`src/rtl/srlc_pkg.sv`:
```
package srlc_pkg;
   // ------------------------------------------------------------
   // Register map
   // ------------------------------------------------------------
   localparam logic [11:0] LATCH_CONTROL_0_OFFS   = 12'h000;
   localparam logic [11:0] LATCH_CONTROL_1_OFFS   = 12'h004;
   localparam logic [11:0] LATCH_STATUS_OFFS      = 12'h008;
   localparam logic [7:0]  LATCH_CONTROL_0_RESET  = 8'h00;
   localparam logic [7:0]  LATCH_CONTROL_1_RESET  = 8'h00;

   // ------------------------------------------------------------
   // Field positions
   // ------------------------------------------------------------
   localparam int LATCH_ENABLE_POS     = 7;
   localparam int DIVIDER_LSB_POS      = 4;
   localparam int TRUE_OE_POS          = 3;
   localparam int INV_OE_POS           = 2;
   localparam int SOFT_SET_POS         = 1;
   localparam int SOFT_RESET_POS       = 0;
   localparam int SET_CLOCK_EN_POS     = 0;

   // ------------------------------------------------------------
   // Timing
   // ------------------------------------------------------------
   localparam int CLK_PERIOD_NS        = 10;
   localparam int DIV_BASE_LOG2        = 2;
   localparam int DIV_COUNT_W          = 9;
   localparam int INSTR_CLOCK_DIV      = 4;

   typedef struct packed {
      logic       latch_enable_bit;
      logic [2:0] latch_pulse_divider;
      logic       true_output_enable;
      logic       inverted_output_enable;
   } srlc_ctrl_t;

   typedef struct packed {
      logic c1_set;
      logic c2_set;
      logic ext_set;
      logic c1_reset;
      logic c2_reset;
      logic ext_reset;
   } srlc_src_t;
endpackage

```
`src/rtl/srlc_pulse_gen.sv`:
```
module srlc_pulse_gen
   import srlc_pkg::*;
#(
   parameter int COUNT_W = DIV_COUNT_W
) (
   input  wire logic       mclk,
   input  wire logic       reset_n,
   input  wire logic [2:0] divider,
   output logic            pulse
);
   logic [COUNT_W-1:0] count;
   logic [COUNT_W-1:0] mask;

   // Period is 4 << code; mask selects the low bits that must wrap
   assign mask = COUNT_W'((1 << (DIV_BASE_LOG2 + int'(divider))) - 1);

   // Free-running; a code change takes effect at the next wrap of the low bits
   always_ff @(posedge mclk) begin
      if (!reset_n) begin
         count <= '0;
         pulse <= 1'b0;
      end else begin
         count <= count + COUNT_W'(1);
         pulse <= ((count & mask) == mask);
      end
   end
endmodule

```
`src/rtl/srlc_top.sv`:
```
module srlc_top (
   input  wire logic                mclk,
   input  wire logic                reset_n,
   input  wire logic                psel,
   input  wire logic                penable,
   input  wire logic                pwrite,
   input  wire logic [11:0]         paddr,
   input  wire logic [31:0]         pwdata,
   input  wire logic [3:0]          pstrb,
   output logic [31:0]              prdata,
   output logic                     pready,
   output logic                     pslverr,
   input  wire srlc_pkg::srlc_src_t src_in,
   input  wire logic                external_latch_input,
   output logic                     true_output_pin,
   output logic                     true_output_oe_n,
   output logic                     inverted_output_pin,
   output logic                     inverted_output_oe_n
);
   import srlc_pkg::*;

   // ------------------------------------------------------------
   // Register state
   // ------------------------------------------------------------
   srlc_ctrl_t  ctrl;
   logic        set_clock_enable;
   logic        soft_set_pulse;
   logic        soft_reset_pulse;
   logic [1:0]  instr_phase;
   logic        latch_q;
   logic        gen_pulse;
   logic [2:0]  ext_sync;
   logic        ext_level;
   logic        set_in;
   logic        reset_in;
   logic        wr_en;
   logic        addr_ok;
   logic        sel_ctrl0;
   logic        sel_ctrl1;
   logic        sel_status;
   logic        soft_wr;
   logic        soft_done;

   // ------------------------------------------------------------
   // Bus decode; zero wait states
   // ------------------------------------------------------------
   assign pready  = 1'b1;
   assign sel_ctrl0  = (paddr == LATCH_CONTROL_0_OFFS);
   assign sel_ctrl1  = (paddr == LATCH_CONTROL_1_OFFS);
   assign sel_status = (paddr == LATCH_STATUS_OFFS);
   assign addr_ok    = sel_ctrl0 || sel_ctrl1 || sel_status;
   assign pslverr = psel && penable && !addr_ok;
   assign wr_en   = psel && penable && pwrite && pstrb[0];

   // ------------------------------------------------------------
   // Control registers
   // ------------------------------------------------------------
   // Pulse bits are not stored here, so they can never read back
   always_ff @(posedge mclk) begin
      if (!reset_n) begin
         ctrl <= srlc_ctrl_t'(LATCH_CONTROL_0_RESET[7:2]);
      end else if (wr_en && sel_ctrl0) begin
         ctrl <= srlc_ctrl_t'(pwdata[7:2]);
      end
   end

   always_ff @(posedge mclk) begin
      if (!reset_n) begin
         set_clock_enable <= LATCH_CONTROL_1_RESET[SET_CLOCK_EN_POS];
      end else if (wr_en && sel_ctrl1) begin
         set_clock_enable <= pwdata[SET_CLOCK_EN_POS];
      end
   end

   // ------------------------------------------------------------
   // Soft set/reset pulses, one instruction clock (4 mclk) long
   // ------------------------------------------------------------
   assign soft_wr   = wr_en && sel_ctrl0 && (pwdata[SOFT_SET_POS] || pwdata[SOFT_RESET_POS]);
   assign soft_done = (instr_phase == 2'(INSTR_CLOCK_DIV - 1));

   // Phase only runs while a pulse is out; a new soft write restarts it
   always_ff @(posedge mclk) begin
      if (!reset_n) begin
         instr_phase <= 2'h0;
      end else if (soft_wr) begin
         instr_phase <= 2'h0;
      end else if (soft_set_pulse || soft_reset_pulse) begin
         instr_phase <= instr_phase + 2'h1;
      end
   end

   // Writing 0 leaves a pulse in progress alone; a new write beats its end
   always_ff @(posedge mclk) begin
      if (!reset_n) begin
         soft_set_pulse <= 1'b0;
      end else if (soft_wr) begin
         soft_set_pulse <= soft_set_pulse | pwdata[SOFT_SET_POS];
      end else if (soft_done) begin
         soft_set_pulse <= 1'b0;
      end
   end

   always_ff @(posedge mclk) begin
      if (!reset_n) begin
         soft_reset_pulse <= 1'b0;
      end else if (soft_wr) begin
         soft_reset_pulse <= soft_reset_pulse | pwdata[SOFT_RESET_POS];
      end else if (soft_done) begin
         soft_reset_pulse <= 1'b0;
      end
   end

   // ------------------------------------------------------------
   // Read path; pulse bits always read zero
   // ------------------------------------------------------------
   always_ff @(posedge mclk) begin
      if (!reset_n) begin
         prdata <= 32'h0;
      end else if (psel && !penable && !pwrite) begin
         case (paddr)
            LATCH_CONTROL_0_OFFS: prdata <= {24'h0, ctrl, 2'b00};
            LATCH_CONTROL_1_OFFS: prdata <= {31'h0, set_clock_enable};
            LATCH_STATUS_OFFS:    prdata <= {31'h0, latch_q};
            default:              prdata <= 32'h0;
         endcase
      end
   end

   // ------------------------------------------------------------
   // Pulse generator and external input
   // ------------------------------------------------------------
   srlc_pulse_gen #(
      .COUNT_W (DIV_COUNT_W)
   ) u_pulse_gen (
      .mclk    (mclk),
      .reset_n (reset_n),
      .divider (ctrl.latch_pulse_divider),
      .pulse   (gen_pulse)
   );

   // Pin is asynchronous; a change counts once the last two stages agree
   always_ff @(posedge mclk) begin
      if (!reset_n) begin
         ext_sync <= 3'h0;
      end else begin
         ext_sync <= {ext_sync[1:0], external_latch_input};
      end
   end

   always_ff @(posedge mclk) begin
      if (!reset_n) begin
         ext_level <= 1'b0;
      end else if (ext_sync[1] == ext_sync[2]) begin
         ext_level <= ext_sync[2];
      end
   end

   // ------------------------------------------------------------
   // Latch
   // ------------------------------------------------------------
   assign set_in = soft_set_pulse | src_in.c1_set | src_in.c2_set
                   | (src_in.ext_set & ext_level)
                   | (set_clock_enable & gen_pulse);
   assign reset_in = soft_reset_pulse | src_in.c1_reset | src_in.c2_reset
                     | (src_in.ext_reset & ext_level);

   // State not reset: stays at whatever it held until set or reset
   // Clocked, not transparent, so a set/reset race resolves in one mclk
   always_ff @(posedge mclk) begin
      if (ctrl.latch_enable_bit) begin
         if (reset_in) begin
            latch_q <= 1'b0;
         end else if (set_in) begin
            latch_q <= 1'b1;
         end
      end
   end

   // ------------------------------------------------------------
   // Output pins; enable low while driving
   // ------------------------------------------------------------
   // True output and its driver enable
   always_ff @(posedge mclk) begin
      if (!reset_n) begin
         true_output_pin  <= 1'b0;
         true_output_oe_n <= 1'b1;
      end else begin
         true_output_pin  <= latch_q;
         true_output_oe_n <= !(ctrl.latch_enable_bit && ctrl.true_output_enable);
      end
   end

   // Independent of the true side, so both may be on pins at once
   always_ff @(posedge mclk) begin
      if (!reset_n) begin
         inverted_output_pin  <= 1'b0;
         inverted_output_oe_n <= 1'b1;
      end else begin
         inverted_output_pin  <= ~latch_q;
         inverted_output_oe_n <= !(ctrl.latch_enable_bit && ctrl.inverted_output_enable);
      end
   end
endmodule

```
`config.mk`:
```
export PLATFORM = sky130hd
export DESIGN_NAME = srlc_top
export DESIGN_NICKNAME = d
export VERILOG_FILES = /design/src/rtl/srlc_pkg.sv /design/src/rtl/srlc_pulse_gen.sv /design/src/rtl/srlc_top.sv
export SDC_FILE = /design/constraint.sdc
export NUM_CORES = 1
export LEC_CHECK = 0
export ABC_AREA = 1
export BUFFER_PORTS_ARGS = -buffer_cell sky130_fd_sc_hd__buf_2
export CORE_MARGIN = 4
export CORE_UTILIZATION = 50
export CTS_CLUSTER_SIZE = 10
export DETAILED_ROUTE_END_ITERATION = 6
export HOLD_SLACK_MARGIN = 0.15
export PLACE_DENSITY = 0.87
export SETUP_SLACK_MARGIN = 0.05
export SKIP_CTS_REPAIR_TIMING = 1
export SYNTH_ARGS = -nofsm -noshare
export SYNTH_HDL_FRONTEND = slang
export SYNTH_HIERARCHICAL = 1
export SYNTH_SLANG_ARGS = --single-unit
```
`constraint.sdc`:
```
create_clock -name mclk -period 2.5 [get_ports mclk]
set_clock_uncertainty 0.2 [all_clocks]
set_input_delay 0.5 -clock mclk [delete_from_list [all_inputs] [get_ports mclk]]
set_output_delay 0.5 -clock mclk [all_outputs]
set_load 0.1 [all_outputs]
```
-- Word-level counts from Yosys, hierarchy flattened
Index checks and enable logic that the tools add are counted.
- register bits: 62
- input port bits: 60
- output and inout port bits: 38
- logic and storage cells: 73
- add/sub/neg operators: 4
- equality and inequality tests: 5
- shift operators: 1
- muxes and demuxes: 5
- bitwise logic cells: 15
- reductions and logical operators: 25
- operators by type and width (cell ; count):
    << shifter 1 x 32 -> 9 bit (first input constant) ; 1
    one-hot mux 8 bit (3 select lines) ; 1
    == test 12 x 3 -> 1 bit (second input constant) ; 1
    == test 12 x 4 -> 1 bit (second input constant) ; 1
    logical NOT 12 bit ; 1
    logical AND 1 bit ; 11
    adder 9 x 1 -> 9 bit (second input constant) ; 1
    AND 9 bit ; 1
    == test 9 bit ; 1
    bitwise OR 1 bit ; 9
    subtractor 9 x 2 -> 9 bit (second input constant) ; 1
    logical NOT 1 bit ; 5
    adder 2 x 3 -> 4 bit (first input constant) ; 1
    logical OR 1 bit ; 4
    two-way mux 1 bit ; 4
    nonzero test 2 bit ; 2
    AND 1 bit ; 3
    adder 2 x 1 -> 2 bit (second input constant) ; 1
    == test 2 bit (second input constant) ; 1
    NOT 1 bit ; 2
    AND reduction 2 bit ; 1
    OR reduction 2 bit ; 1
    == test 1 bit ; 1

-- Logic depth before layout (Yosys ltp)
- word-level depth: 6
- gate-level depth with buffers: 10
- depth with buffers taken out: 10

-- Modules after synthesis
Netlist, hierarchy kept.
- modules (own cells, without submodules) (module ; instances ; cells an instance ; area each (sq um) ; seq. area each (sq um)):
    srlc_top ; 1 ; 178 ; 1411.4 ; 550.5
    srlc_pulse_gen ; 1 ; 92 ; 665.6 ; 200.2

-- Worst setup path before layout
No wires, ideal clock.
- kind: input port to output port
- start: input port paddr[7]
- end: output port pslverr
- arrival time: 1.604 ns
- data required time: 1.800 ns
- slack: 0.196 ns
- cell stages on the path: 7
- cells stage by stage: nor2_1 -> nand2_1 -> nor2_8 -> buf_8 -> o21ai_0 -> nand3_1 -> inv_1
- cells in the longest elaborated chain, start to end: 5
- elaborated cells between the ends (all ways): 7
- ends and longest elaborated chain (element ; line ; text):
    start: declaration ; srlc_top.sv:7 ; input wire logic [11:0] paddr,
    == test 12 x 3 -> 1 bit / logical NOT 12 bit (equally long branches) ; srlc_top.sv:49, srlc_top.sv:48 ;
    logical OR 1 bit ; srlc_top.sv:51 ; assign addr_ok = sel_ctrl0 || sel_ctrl1 || sel_status;
    logical OR 1 bit (*) ; srlc_top.sv:51 ;
    logical NOT 1 bit (*) ; srlc_top.sv:52 ; assign pslverr = psel && penable && !addr_ok;
    logical AND 1 bit (*) ; srlc_top.sv:52 ;
    end: declaration ; srlc_top.sv:12 ; output logic pslverr,
Mark *: on every way between the ends. The rest lies on a longest branch, timed or not.

-- Worst setup path in the final report
- start: input port paddr[1]
- end: output port pslverr
Same word-level chain as after synthesis.

==> flow_summary.ini <==
[status]
status = completed

[cts]
clockRootBuffer = clkbuf_8
cts_buffers = 5
clk_path_buf_depth = 2
cts_sinks = 37
htree_levels = 2
clk_pin_slew_worst_paths_ns = 0.07
cts_tree = built
worstSkewPairLatency_ns = 0.29

[setup_path]
cp.required_ns = 1.80
end_kind = output port
critical_path_class = in2out
worstSetupStartpoint = paddr[1]
crit_fanout = 3
arrival_ns = 1.54
startpoint_type = input pin
r2r-start = ctrl[3]$_SDFFE_PN0P_

[cells_and_area]
diodes = 0
mostFrequentLayoutCells = 44 x buf_2, 37 x nand2_1, 36 x dfxtp_1, 31 x inv_1, 26 x conb_1
final_common_cell = buf_2
final_nets = 383
area_growth_pct = 11.7
final_layout_size_suffix_gt1_frac = 0.237
post-route-util = 0.580

[yosys]
synthArstFlopShare = 0
synth_enable_flop_cells = 1
yosys_warnings = 6
mappedNetlistArea_mm2 = 0.00208
synthTopCellsByArea = dfxtp_1 35%, buf_4 10%, nand2_1 6.7%
synth-seq-cells = 37
syn_inst = 270
ys_seq_area_frac = 0.361
synthFlopType = dfxtp_1
yosysTopAreaCell = dfxtp_1
yosys.cell_types.count = 35
synth.top_cell.area_share = 0.347
synth_area_per_cell_um2 = 7.69

[timing]
setup_violations = 0
period_share = 0.895
hold_viol = 0
period_needed_ns = 2.24
tns_ns = 0
worst_pin_slew_ns = 0.689
fmax_ghz = 0.447
rsz0062_at_grt = false
slew_headroom = 0.539
final_max_slew_viol_count = 0

[die]
die_h_um = 72.5
fp.dieArea_mm2 = 0.00525
start_util = 0.519
core_mm2 = 0.00400
io_pins = 98
die_x_um = 72.5
rows = 23

[place]
port_buffers = 44
routabilityCongestion = 0.812
dpl.hpwl_um = 3130

[drt]
drt-pass1-iter-count = 6
drc_errors = 0
wl_per_cell_um = 11.4
via_per_inst = 4.89
via_count = 1791
ant_nets = 0
drt_iter0_drc = 95
wirelength_um = 4190

[power]
irDropWorstVdd_mv = 0.232
p_leak_nw = 1.13
powerDensity_mw_per_mm2 = 579

[global_route]
grt_overflow = 0
grtUsageTotal = 0.158
grt_first_pass_wirelength_um = 6480
grt_pass1_vias = 1538
grt_max_degree = 23
grt_antenna_before_repair = 0

[hold_path]
hp-class = in2reg
hold_start = external_latch_input

[flow_run]
max_cap_viol_count = 0
-- synth_stat cells (2+ instances only) --
cell      number
nor2_8         2
nor2_1        23
nand4_1       11
nand3_1       22
nor3_1         5
nor2_2         4
a21oi_2        2
a21oi_1       18
ha_1           8
inv_2          2
nand3b_1       2
o21ai_0       15
buf_4         28
conb_1         2
dfxtp_1       36
nor2_4         2
inv_1         31
nand2_2        4
nand2_1       37
-- critical path, cell delays in order --
cell and delay (ns):
buf_2 0.10, inv_1 0.07, nand2_2 0.08, nor3_1 0.27, o21ai_0 0.13, nand3_1 0.08, inv_1 0.04, buf_2 0.28
-- state kept, by name (all words and copies together), names as in the netlist, 2 cells and up --
name,flops
prdata,7
u_pulse_gen/count,9
ctrl,6
instr_phase,2
ext_sync,3
-- where the power goes --
part / total [mW] / leakage [nW] / switching, mW / internal, mW
registers: 0.611 / 0.302 / 0.00688 / 0.604
clock network: 0.426 / 0.0445 / 0.202 / 0.224
logic: 0.307 / 0.783 / 0.267 / 0.0397
total: 1.34 / 1.13 / 0.476 / 0.868
-- area by class of cell --
class	count	area (µm²)
fill	357	1680
inverter	33	124
clock buffer	7	86.3
tap	50	62.6
timing repair buffer	46	235
multi-input combinational	192	1050
sequential	37	751
clock inverter	1	7.51
-- per-stage QoR --
step | std cells | area, µm² | power (mW) | hold WS, ns | setup WS, ns
2_1_floorplan | 294 | 2170 | 0.920 | 0.190 | 0.196
3_3_place_gp | 358 | 2230 | 0.927 | 0.192 | 0.310
3_5_place_dp | 358 | 2230 | 0.930 | 0.212 | 0.275
4_1_cts | 366 | 2320 | 1.36 | 0.173 | 0.271
5_1_grt | 366 | 2320 | 1.40 | 0.198 | 0.144
6_report | 366 | 2320 | 1.34 | 0.185 | 0.262
-- cell families after synthesis --
group	after synthesis	share of synthesized area
DFF	37	0.361
and+or+nand+nor	118	0.305
AOI/OAI and AO/OA	39	0.102
xor gates and xnor gates	1	0.00422
adders and majority gates	8	0.0482
buffers and inverters	65	0.175
other	2	0.00362
-- routing by layer --
metal,part of all wire,global-route usage
met1,0.39,0.179
met4,0.025,0.0799
met3,0.074,0.0512
met5,0,0
met2,0.51,0.265
-- worst paths after layout --
| path | end | slack [ns] | cells after the start |
|---|---|---|---|
| worst max-delay path | pslverr | 0.26 | 8 |
| worst min register to register | ext_sync[1]$_SDFF_PN0_ | 0.23 | 2 |
| worst min-delay path | ext_sync[0]$_SDFF_PN0_ | 0.18 | 3 |
| worst max register to register | u_pulse_gen/pulse$_SDFF_PN0_ | 0.60 | 10 |
Power figures use the tool's default switching activity.
